File: src/ppd_pkg.sv
/*
  ppd_pkg: shared constants and carrier types for the per-phase pedestrian,
  delay, conflict and yellow-omit option block.
  assumes an eight-phase, dual-ring sequencer drives per-phase state inputs.
*/
package ppd_pkg;
  localparam int unsigned NPH          = 8;
  localparam int unsigned PW           = 3;   // phase index width
  localparam int unsigned TW           = 8;   // seconds field width
  localparam int unsigned CLK_HZ       = 100_000_000;
  localparam int unsigned SEC_CYC      = CLK_HZ;

  // apb register byte offsets
  localparam logic [7:0] OFS_CTRL      = 8'h00;
  localparam logic [7:0] OFS_WDSEL     = 8'h04;
  localparam logic [7:0] OFS_CONFL     = 8'h08;
  localparam logic [7:0] OFS_YSUP      = 8'h0C;
  localparam logic [7:0] OFS_PEDTGT    = 8'h10;
  localparam logic [7:0] OFS_DLYLO     = 8'h14;
  localparam logic [7:0] OFS_DLYHI     = 8'h18;
  localparam logic [7:0] OFS_STAT      = 8'h1C;
  localparam logic [7:0] OFS_DIAG      = 8'h20;
  localparam logic [7:0] OFS_DWELL     = 8'h24;

  // control register fields, reset value and delay status codes
  localparam int unsigned CTRL_YSA     = 0;
  localparam int unsigned CTRL_HCW     = 1;
  localparam logic [31:0] RST_ZERO     = 32'h0000_0000;
  localparam logic [1:0]  DLY_NONE     = 2'h0;
  localparam logic [1:0]  DLY_WALK     = 2'h1;   // delayed walk pending
  localparam logic [1:0]  DLY_GREEN    = 2'h2;   // leading walk, green held

  typedef struct packed {
    logic       active;     // phase being served
    logic       enter;      // one-cycle pulse: service begins
    logic       ped_call;   // pending pedestrian call
    logic       walk_end;   // one-cycle pulse: walk timer done
    logic       yellow;     // timing yellow clearance
    logic       ovl_first;  // phase is first of a pedestrian overlap
  } ppd_phase_t;

  typedef struct packed {
    logic [TW-1:0] split;
    logic [TW-1:0] walk;
    logic [TW-1:0] pclr;
    logic [TW-1:0] ycl;
  } ppd_time_t;

  function automatic logic [PW-1:0] ppd_idx(input logic [3:0] num);
    ppd_idx = PW'(num - 4'h1);
  endfunction
endpackage

File: src/ppd_options.sv
/*
  ppd_options: per-phase option logic (delay of walk or green, conflict
  barriers, yellow omit, pedestrian output steering and overlap).
  assumes phase state inputs are synchronous to clock_i from the sequencer.
*/
// The implementer's own choices: register access over APB and the address map.
`timescale 1ns/1ps
`default_nettype none
module ppd_options
  import ppd_pkg::*;
(
  // clock and reset
  input  wire logic              clock_i,
  input  wire logic              nrst_i,
  input  wire logic              ce_i,
  // apb slave
  input  wire logic              psel_i,
  input  wire logic              penable_i,
  input  wire logic              pwrite_i,
  input  wire logic [7:0]        paddr_i,
  input  wire logic [31:0]       pwdata_i,
  output logic      [31:0]       prdata_o,
  output logic                   pready_o,
  output logic                   pslverr_o,
  // sequencer state
  input  wire ppd_phase_t [NPH-1:0] phase_i,
  input  wire ppd_time_t  [NPH-1:0] times_i,
  input  wire logic              preempt_i,
  input  wire logic              manual_adv_i,
  input  wire logic [NPH-1:0]    start_req_i,
  input  wire logic [NPH-1:0]    ring2_i,
  input  wire logic [NPH-1:0]    ovl_green_i,
  input  wire logic [NPH-1:0]    ovl_red_i,
  // indications
  output logic      [NPH-1:0]    green_en_o,
  output logic      [NPH-1:0]    walk_o,
  output logic      [NPH-1:0]    pclr_o,
  output logic      [NPH-1:0]    yellow_o,
  output logic      [NPH-1:0]    start_ok_o,
  output logic      [NPH-1:0]    ovl_walk_o,
  output logic      [NPH-1:0]    ovl_pclr_o
);
  logic [31:0]         ctrl_reg;
  logic [NPH-1:0]      wdsel_reg;
  logic [NPH-1:0]      dwell_reg;
  logic [NPH*4-1:0]    confl_reg;
  logic [NPH*4-1:0]    ysup_reg;
  logic [NPH*4-1:0]    pedtgt_reg;
  logic [NPH*TW-1:0]   dly_reg;
  logic [1:0]          dstat_reg [NPH];
  logic [31:0]         dcnt_reg  [NPH];
  logic [NPH-1:0]      walk_int_reg;
  logic [NPH-1:0]      hold_reg;
  logic [NPH-1:0]      diag_reg;
  logic [NPH-1:0]      cmat     [NPH];
  logic [NPH-1:0]      walk_src, yel_next, start_next;
  logic [NPH-1:0]      walk_next, pclr_next;
  logic                wr_en;
  logic [31:0]         rd_next;
  logic                err_next;

  function automatic logic [3:0] nib(input logic [NPH*4-1:0] v, input int unsigned i);
    nib = v[i*4 +: 4];
  endfunction

  assign wr_en = psel_i && penable_i && pwrite_i && ce_i;

  // registers written by software; zero-wait slave
  always_ff @(posedge clock_i or negedge nrst_i)
  begin
    if (!nrst_i)
    begin
      ctrl_reg   <= RST_ZERO;
      wdsel_reg  <= '0;
      dwell_reg  <= '0;
      confl_reg  <= '0;
      ysup_reg   <= '0;
      pedtgt_reg <= '0;
      dly_reg    <= '0;
    end
    else if (wr_en)
    begin
      unique case (paddr_i)
        OFS_CTRL:   ctrl_reg   <= pwdata_i & 32'h0000_0003;
        OFS_WDSEL:  wdsel_reg  <= pwdata_i[NPH-1:0];
        OFS_DWELL:  dwell_reg  <= pwdata_i[NPH-1:0];
        OFS_CONFL:  confl_reg  <= pwdata_i;
        OFS_YSUP:   ysup_reg   <= pwdata_i;
        OFS_PEDTGT: pedtgt_reg <= pwdata_i;
        OFS_DLYLO:  dly_reg[31:0]  <= pwdata_i;
        OFS_DLYHI:  dly_reg[63:32] <= pwdata_i;
        default:    ;
      endcase
    end
  end

  always_comb
  begin
    rd_next  = '0;
    err_next = 1'b0;
    unique case (paddr_i)
      OFS_CTRL:   rd_next = ctrl_reg;
      OFS_WDSEL:  rd_next = {24'h00_0000, wdsel_reg};
      OFS_DWELL:  rd_next = {24'h00_0000, dwell_reg};
      OFS_CONFL:  rd_next = confl_reg;
      OFS_YSUP:   rd_next = ysup_reg;
      OFS_PEDTGT: rd_next = pedtgt_reg;
      OFS_DLYLO:  rd_next = dly_reg[31:0];
      OFS_DLYHI:  rd_next = dly_reg[63:32];
      OFS_STAT:
        for (int i = 0; i < NPH; i++)
          rd_next[i*2 +: 2] = dstat_reg[i];
      OFS_DIAG:   rd_next = {24'h00_0000, diag_reg};
      default:    err_next = 1'b1;
    endcase
  end

  // read data and ready registered in setup so the access edge closes it
  always_ff @(posedge clock_i or negedge nrst_i)
  begin
    if (!nrst_i)
    begin
      prdata_o  <= '0;
      pready_o  <= 1'b0;
      pslverr_o <= 1'b0;
    end
    else if (ce_i)
    begin
      pready_o  <= psel_i && !penable_i;
      prdata_o  <= (psel_i && !penable_i) ? rd_next : '0;
      pslverr_o <= psel_i && !penable_i && err_next;
    end
  end

  // one-sided entries made mutual
  always_comb
  begin
    for (int i = 0; i < NPH; i++)
      cmat[i] = '0;
    for (int i = 0; i < NPH; i++)
      if (nib(confl_reg, i) != 4'h0 && nib(confl_reg, i) <= 4'(NPH))
      begin
        cmat[i][ppd_idx(nib(confl_reg, i))] = 1'b1;
        cmat[ppd_idx(nib(confl_reg, i))][i] = 1'b1;
      end
  end

  // start permission: a conflicting ring 2 phase yields at a shared start
  always_comb
  begin
    for (int i = 0; i < NPH; i++)
    begin
      start_next[i] = start_req_i[i];
      for (int j = 0; j < NPH; j++)
        if (cmat[i][j] && phase_i[j].active)
          start_next[i] = 1'b0;
        else if (cmat[i][j] && start_req_i[j] && ring2_i[i] && !ring2_i[j])
          start_next[i] = 1'b0;
    end
  end

  // delay engine, one per phase; time held in seconds, counted in cycles
  for (genvar g = 0; g < NPH; g++)
  begin : g_dly
    always_ff @(posedge clock_i or negedge nrst_i)
    begin
      if (!nrst_i)
      begin
        dstat_reg[g] <= DLY_NONE;
        dcnt_reg[g]  <= '0;
      end
      else if (ce_i)
      begin
        if (phase_i[g].enter && phase_i[g].ped_call && !phase_i[g].active
            && !preempt_i && !manual_adv_i && dly_reg[g*TW +: TW] != '0)
        begin
          dstat_reg[g] <= wdsel_reg[g] ? DLY_WALK : DLY_GREEN;
          dcnt_reg[g]  <= 32'(dly_reg[g*TW +: TW]) * 32'(SEC_CYC) - 32'h0000_0001;
        end
        else if (dstat_reg[g] != DLY_NONE)
        begin
          if (preempt_i || manual_adv_i || !phase_i[g].active && !phase_i[g].enter)
            dstat_reg[g] <= DLY_NONE;
          else if (dcnt_reg[g] == '0)
            dstat_reg[g] <= DLY_NONE;
          else
            dcnt_reg[g] <= dcnt_reg[g] - 32'h0000_0001;
        end
      end
    end
  end

  // internal walk and overlap hold; the diagnostic is registered with the outputs
  always_comb
  begin
    for (int i = 0; i < NPH; i++)
    begin
      walk_src[i] = phase_i[i].active && phase_i[i].ped_call
                    && dstat_reg[i] != DLY_WALK && !phase_i[i].walk_end;
    end
  end

  always_ff @(posedge clock_i or negedge nrst_i)
  begin
    if (!nrst_i)
    begin
      walk_int_reg <= '0;
      hold_reg     <= '0;
    end
    else if (ce_i)
      for (int i = 0; i < NPH; i++)
      begin
        walk_int_reg[i] <= walk_src[i];
        if (phase_i[i].ovl_first && phase_i[i].walk_end
            && phase_i[(i+1)%NPH].ped_call)
          hold_reg[i] <= 1'b1;
        else if (phase_i[(i+1)%NPH].enter)
          hold_reg[i] <= 1'b0;
      end
  end

  // steering of ped outputs; overlap second phase ends it with own times
  always_comb
  begin
    walk_next = '0;
    pclr_next = '0;
    for (int i = 0; i < NPH; i++)
    begin
      logic [PW-1:0] t;
      t = (nib(pedtgt_reg, i) != 4'h0) ? ppd_idx(nib(pedtgt_reg, i)) : PW'(i);
      if (walk_int_reg[i] || hold_reg[i])
        walk_next[t] = 1'b1;
      if (phase_i[i].active && phase_i[i].ped_call && !walk_int_reg[i]
          && dstat_reg[i] == DLY_NONE && !phase_i[i].yellow)
        pclr_next[t] = 1'b1;
    end
    walk_next = walk_next & ~pclr_next;
  end

  always_comb
  begin
    for (int i = 0; i < NPH; i++)
    begin
      yel_next[i] = phase_i[i].yellow;
      if (ctrl_reg[CTRL_YSA] && nib(ysup_reg, i) != 4'h0
          && phase_i[ppd_idx(nib(ysup_reg, i))].yellow)
        yel_next[i] = 1'b0;
    end
  end

  always_ff @(posedge clock_i or negedge nrst_i)
  begin
    if (!nrst_i)
    begin
      green_en_o <= '0;
      walk_o     <= '0;
      pclr_o     <= '0;
      yellow_o   <= '0;
      start_ok_o <= '0;
      ovl_walk_o <= '0;
      ovl_pclr_o <= '0;
      diag_reg   <= '0;
    end
    else if (ce_i)
      for (int i = 0; i < NPH; i++)
      begin
        logic [TW+2:0] need;
        logic          ped_in;
        ped_in = !ctrl_reg[CTRL_HCW] || dwell_reg[i];
        need = (TW+3)'(dly_reg[i*TW +: TW]) + (TW+3)'(times_i[i].ycl);
        if (ped_in)
          need = need + (TW+3)'(times_i[i].walk) + (TW+3)'(times_i[i].pclr);
        diag_reg[i]   <= (TW+3)'(times_i[i].split) < need;
        green_en_o[i] <= phase_i[i].active && dstat_reg[i] != DLY_GREEN;
        walk_o[i]     <= walk_next[i];
        pclr_o[i]     <= pclr_next[i];
        yellow_o[i]   <= yel_next[i];
        start_ok_o[i] <= start_next[i];
        ovl_walk_o[i] <= ovl_green_i[i];
        ovl_pclr_o[i] <= ovl_red_i[i];
      end
  end

  // checks other than the two overlap ones watch phase 1 (index 0) and its partners; the logic is the same for every
  // phase, so one representative keeps the property count small

  a_yel_omit: assert property (@(posedge clock_i) disable iff (!nrst_i)
    ce_i && !ctrl_reg[CTRL_YSA] |=> yellow_o[0] == $past(phase_i[0].yellow) || !$past(ce_i))
    else $error("yellow omitted without unit allow");

  a_conf_mutual: assert property (@(posedge clock_i) disable iff (!nrst_i)
    ce_i |=> !(start_ok_o[0] && start_ok_o[4] && $past(cmat[0][4])))
    else $error("conflicting phases both started");

  a_ovl_walk: assert property (@(posedge clock_i) disable iff (!nrst_i)
    ce_i |=> ovl_walk_o == $past(ovl_green_i))
    else $error("overlap walk not from green");

  a_no_dly_preempt: assert property (@(posedge clock_i) disable iff (!nrst_i)
    ce_i && preempt_i |=> dstat_reg[0] == DLY_NONE)
    else $error("delay during preemption");

  // overlap clearance follows the overlap's red state
  a_ovl_pclr: assert property (@(posedge clock_i) disable iff (!nrst_i)
    ce_i
    |=> ovl_pclr_o == $past(ovl_red_i))
    else $error("overlap clearance not from red");

  // both in yellow with the unit allow set: own yellow goes dark
  a_yel_blank: assert property (@(posedge clock_i) disable iff (!nrst_i)
    ce_i && ctrl_reg[CTRL_YSA] && nib(ysup_reg, 0) != 4'h0 && phase_i[ppd_idx(nib(ysup_reg, 0))].yellow
    |=> !yellow_o[0])
    else $error("own yellow shown while partner clears");

  // ring 2 phase yields to a conflicting ring 1 phase at a shared start
  a_ring2_skip: assert property (@(posedge clock_i) disable iff (!nrst_i)
    ce_i && cmat[4][0] && start_req_i[0] && ring2_i[4] && !ring2_i[0]
    |=> !start_ok_o[4])
    else $error("ring 2 conflicting phase not skipped");

  // leading walk: vehicle indication stays red while the delay runs
  a_green_held: assert property (@(posedge clock_i) disable iff (!nrst_i)
    ce_i && dstat_reg[0] == DLY_GREEN
    |=> !green_en_o[0])
    else $error("green shown during leading walk");

  // delayed walk: no walk on the own outputs until the delay ends
  a_walk_delay: assert property (@(posedge clock_i) disable iff (!nrst_i)
    ce_i && dstat_reg[0] == DLY_WALK && pedtgt_reg == '0 && !hold_reg[0]
    |=> !walk_o[0])
    else $error("walk shown during walk delay");

  // interval advance under manual control never leaves a delay running
  a_no_dly_manual: assert property (@(posedge clock_i) disable iff (!nrst_i)
    ce_i && manual_adv_i
    |=> dstat_reg[0] == DLY_NONE)
    else $error("delay during manual advance");

  // a phase entered while already active starts no delay
  a_no_dly_active: assert property (@(posedge clock_i) disable iff (!nrst_i)
    ce_i && phase_i[0].enter && phase_i[0].active && dstat_reg[0] == DLY_NONE
    |=> dstat_reg[0] == DLY_NONE)
    else $error("delay started on an active phase");

  // steered walk lands on the target phase's outputs
  a_walk_steer: assert property (@(posedge clock_i) disable iff (!nrst_i)
    ce_i && walk_int_reg[0] && nib(pedtgt_reg, 0) == 4'h2 && !pclr_next[1]
    |=> walk_o[1])
    else $error("walk not steered to target phase");
endmodule
`default_nettype wire

File: config.mk
export PLATFORM = sky130hd
export DESIGN_NAME = ppd_options
export DESIGN_NICKNAME = d
export VERILOG_FILES = /design/src/ppd_pkg.sv /design/src/ppd_options.sv
export SDC_FILE = /design/constraint.sdc
export NUM_CORES = 2
export LEC_CHECK = 0
export BUFFER_PORTS_ARGS = -buffer_cell sky130_fd_sc_hd__buf_2
export CORE_ASPECT_RATIO = 0.8
export CORE_UTILIZATION = 40
export DETAILED_ROUTE_END_ITERATION = 10
export GPL_ROUTABILITY_DRIVEN = 0
export HOLD_SLACK_MARGIN = 0.05
export SLEW_MARGIN = 10
export SYNTH_ARGS = -nofsm -noshare
export SYNTH_HDL_FRONTEND = slang
export SYNTH_SLANG_ARGS = --single-unit
File: constraint.sdc
create_clock -name clock_i -period 6.6 [get_ports clock_i]
set_input_delay 0.99 -clock clock_i [delete_from_list [all_inputs] [get_ports clock_i]]
set_output_delay 0.99 -clock clock_i [all_outputs]
set_load 0.01 [all_outputs]
Word-level counts from Yosys, hierarchy flattened --
Index checks and enable logic that the tools add are counted.
Word-level totals: input bits 384, bits in registers 564, output and inout port bits 90, word-level logic and storage cells 1228
Cells by class: order comparisons 72, bitwise logic cells 39, add/sub/neg operators 64, mux-type cells 340, reduce and logical (&&, ||, !) cells 620, multiply operators 8, equal/unequal tests 41
Operator list (count):
- $mux 32 | 33
- $mux 64 | 8
- $or 64x64->64 | 8
- $sub 32x1->32 const B | 16
- $logic_and 1x1->1 | 429
- $logic_not 32->1 | 8
- $demux 8 s3 | 8
- $mul 8x19->24 const B | 8
- $mux 11 | 16
- $mux 1 | 170
- $or 8x8->8 | 21
- $pmux 16 s10 | 1
- $bmux 6 s3 | 8
- $mux 8 | 17
- $mux 2 | 49
- $lt 3x4->1 const B | 24
- $reduce_bool 4->1 | 24
- $add 10x8->11 | 8
- $lt 8x11->1 | 8
- $add 9x8->10 | 8
- $pmux 16 s5 | 1
- $add 8x8->9 | 8
- $sub 3x1->3 const B | 24
- $reduce_bool 8->1 | 8
- 29 further kinds | 271

Logic depth before layout (Yosys ltp) --
depth in word-level cells 48, depth in mapped cells 20, depth with buffers taken out 20

Worst setup path before layout --
No wires, ideal clock.
path kind register to register, start register dly_reg[13], end register dcnt_reg[223] (netlist name), data required time 6.533 ns, cell stages (with the launch flop) 19, clock period less this slack 5.528 ns, slack 1.072 ns, arrival 5.462 ns, setup time 0.067 ns, path buffers 0, cells stage by stage dfrtp_1 > fa_1 > inv_1 > fa_1 > inv_1 > fa_1 > inv_1 > fa_1 > inv_1 > ha_1 > and3_1 > a221oi_2 > o21ai_1 > or4_1 > o311a_1 > or4_1 > nand3b_1 > o41a_1 > nand2_1
On the way: word-level cells in the longest chain between the ends 4, elaborated cells on any way between the ends 9, those cells by class 1 x add/sub; 1 x mul; 2 x eq/ne; 1 x mux; 4 x reduce/logical
Ends and longest elaborated chain:
- from (decl) | line ppd_options.sv:49 | logic [NPH*TW-1:0] dly_reg;
- from (signal assigned) | line ppd_options.sv:90 | OFS_DLYLO: dly_reg[31:0] <= pwdata_i;
- parallel branches: the longest is 4 deep, another holds $sub 32x1->32
- to (signal, indexed assignment) | line ppd_options.sv:178 | dcnt_reg[g] <= 32'(dly_reg[g*TW +: TW]) * 32'(SEC_CYC) - 32'h0000_0001;
- to (signal, indexed assignment) | line ppd_options.sv:187 | dcnt_reg[g] <= dcnt_reg[g] - 32'h0000_0001;
- to (decl) | line ppd_options.sv:51 | logic [31:0] dcnt_reg [NPH];
Several ways; the timed one is not identified. A chain may end at the register's enable or synchronous reset.

Final worst setup path --
Same ends and word-level chain as after synthesis.

==> results by group <==
GRT
  • Grt total ovfl: 0
  • First-pass GRT wire length: 310,000 um
  • Routing usage on met2: 0.396
  • GRT Util Overall: 0.256
  • Met3 usage in global routing: 0.0428
  • Grt peak-use layer: met2
  • Largest net degree at the start of global routing: 158
  • Via count of the first global-routing pass: 53.0k
  • Antenna violations before repair: 40
  • Grt met1 use: 0.352

Synthesis
  • Mean Syn Cell Area: 8.56 um^2
  • Post-Syn Instances: 7,168
  • Ys flop type: dfrtp_1
  • Ys async rst share: 1.00
  • Share of the yosys chip area belonging to registers: 0.230
  • Cell taking the most area after synthesis: dfrtp_1
  • Count leader, synth: inv_1
  • Cell area after synthesis: 0.0614 mm^2
  • EDFF count, synth: 0
  • Register bit count reported by yosys: 564
  • Synth top area share: 0.230
  • Most instantiated cells after synthesis: 1,098 x inv_1, 606 x ha_1, 564 x dfrtp_1, 551 x a21oi_1, 483 x nor2_1
  • Yosys warns: 0
  • Area contributors post-synth: dfrtp_1 23%, fa_1 13%, ha_1 12%
  • Netlist cell types: 107
  • Synthesized Nets: 8,542

Drt
  • Initial DRC Count: 5,079
  • First-pass iteration count of the detailed router: 11
  • Post-Route WL: 200,000 um
  • DRC errors left: 1
  • DR vias: 54.7k
  • WL/cell: 20.8 um
  • Number of nets with antenna violations after routing: 0
  • Vias/cell: 5.68

STA
  • Slew @ Worst Pin: 1.14 ns
  • Hold Vio Cnt, Final: 0
  • Final Max Slew Viols: 0
  • RSZ-0062 raised after global routing: no
  • Worst Skew: 0.0482 ns
  • Tcrit/Tclk final: 0.898
  • Tmin final: 5.92 ns
  • Fmax: 0.169 GHz
  • Slew margin rel.: 0.232
  • Final setup TNS: 0 ns
  • Setup violators final: 0

Worst setup path
  • Reg-to-reg setup timing slack: 0.68 ns
  • Largest stage delay, worst path: 0.64 ns
  • CP arrival: 6.52 ns
  • FF-to-FF End: dcnt_reg[223]
  • CP Cell Sequence: fa_1 -> inv_1 -> fa_1 -> inv_1 -> fa_1 -> inv_1 -> fa_1 -> inv_1 -> ha_1 -> and3_1 -> a221oi_2 -> o21ai_1 -> or4_1 -> o311a_1 -> or4_1 -> nand3b_1 -> o41a_1 -> nand2_1
  • Crit end category: flop
  • Worst path bufs/invs: 4
  • CP Max Fanout: 9
  • CP Class: flop to flop
  • CP Launch Type: flop
  • Delay-heaviest family, CP: adder cells
  • FF-to-FF path depth: 18
  • Slowest-stage cell, CP: fa_1
  • Critical R2R Launch: dly_reg[13]
  • CP Launch Point: dly_reg[13]
  • Worst EP required: 7.20 ns

Layout
  • Max reg flops: 256
  • Post-Layout Inst Area: 0.0684 mm^2
  • Share of cells above drive strength 1: 0.124
  • Finished Core Util: 0.449
  • Layout area overhead: 11.5%
  • Layout Nets: 8,928

Die
  • Die X: 440 um
  • Area of the core: 0.152 mm^2
  • I/O Pins: 474
  • Die area: 0.155 mm^2
  • Row Count: 128
  • Die H: 352 um
  • Starting Density: 0.403

Clock network
  • Num CTS Buffers: 71
  • CTS tree: yes
  • Post-CTS setup buffers: 0
  • Clock root cell: clkbuf_16
  • CTS resizes: 0
  • CTS Buffer Depth: 3
  • Hold Buf Count CTS: 0
  • H-tree Lvls: 3
  • Clk_lat worst skew: 0.70 ns
  • Clock sinks: 564
  • Clock transition at path regs: 0.07 ns

Place
  • Placement Cell Area: 0.0660 mm^2
  • DP HPWL: 159,000 um
  • PortBufs: 473

Power and ir drop
  • Final Power: 13.3 mW
  • Pwr Density: 194 mW/mm^2
  • Pleak: 33.9 nW
  • Worst VDD drop: 0.192 mV

Run
  • Max-cap viol count: 0

Min path
  • Worst Hold Class: input pin to async pin

Outcome
  • Failing checks: design-rule violations
  • Status: finished, violations left
worst max-delay path by stage:
stage,slack (ns),cells after the start,endpoint
global placement,0.67,18,dcnt_reg[223]
global route,0.29,18,dcnt_reg[223]
floorplan,1.07,18,dcnt_reg[223]
detailed placement,0.68,18,dcnt_reg[223]
finish,0.68,18,dcnt_reg[223]
CTS,0.67,18,dcnt_reg[223]
per-layer routing:
metal	wire, um	vias up
met5	68	-
met4	9660	10
met3	14100	443
met2	88100	2024
met1	88100	26600
li1	-	25600
where the power goes:
| part | internal (mW) | switching (mW) |
|---|---|---|
| Combinational | 2.20 | 2.99 |
| Sequential | 3.71 | 0.308 |
| Clock | 2.34 | 1.72 |
stage by stage:
| step | setup slack (ns) | cells | hold WS [ns] |
|---|---|---|---|
| final | 0.676 | 9637 | 0.280 |
| after global placement | 0.667 | 9496 | 0.460 |
| after floorplan | 1.07 | 7168 | 0.443 |
| after CTS | 0.669 | 9621 | 0.283 |
| after global routing | 0.290 | 9633 | 0.315 |
| after detailed placement | 0.679 | 9496 | 0.467 |
final cells by class:
class                   instances  area (um^2)
well taps                    2015         2520
repair buffers                542         2940
fillers                     14800        83900
diodes                         16         40.0
clock inverters                29          339
clock buffers                  96         2030
flip-flops and latches        564        14100
inverters                    1099         4130
multi-input cells            5276        42300
placed cells by master (no fill, tap or decap), types with 76 or more instances in the layout:
cell / count
o21ai_0: 402
o22ai_1: 76
nand3_1: 139
ha_1: 606
dfrtp_1: 564
xor2_1: 116
inv_1: 1098
mux2_2: 155
xnor2_1: 306
fa_1: 384
nand2_1: 465
a21o_1: 146
nor3_1: 183
nor2_1: 479
buf_2: 471
a21oi_1: 551
logic make-up after synthesis:
| group | after synthesis | synth area share |
|---|---|---|
| adders and majority gates | 990 | 0.249 |
| xor gates and xnor gates | 424 | 0.0609 |
| muxes | 210 | 0.0403 |
| DFF | 564 | 0.230 |
| buffers and inverters | 1328 | 0.0818 |
| AOI/OAI and AO/OA | 1847 | 0.194 |
| and+or+nand+nor | 1805 | 0.145 |
Note: power is estimated with default switching activity, not from simulation.
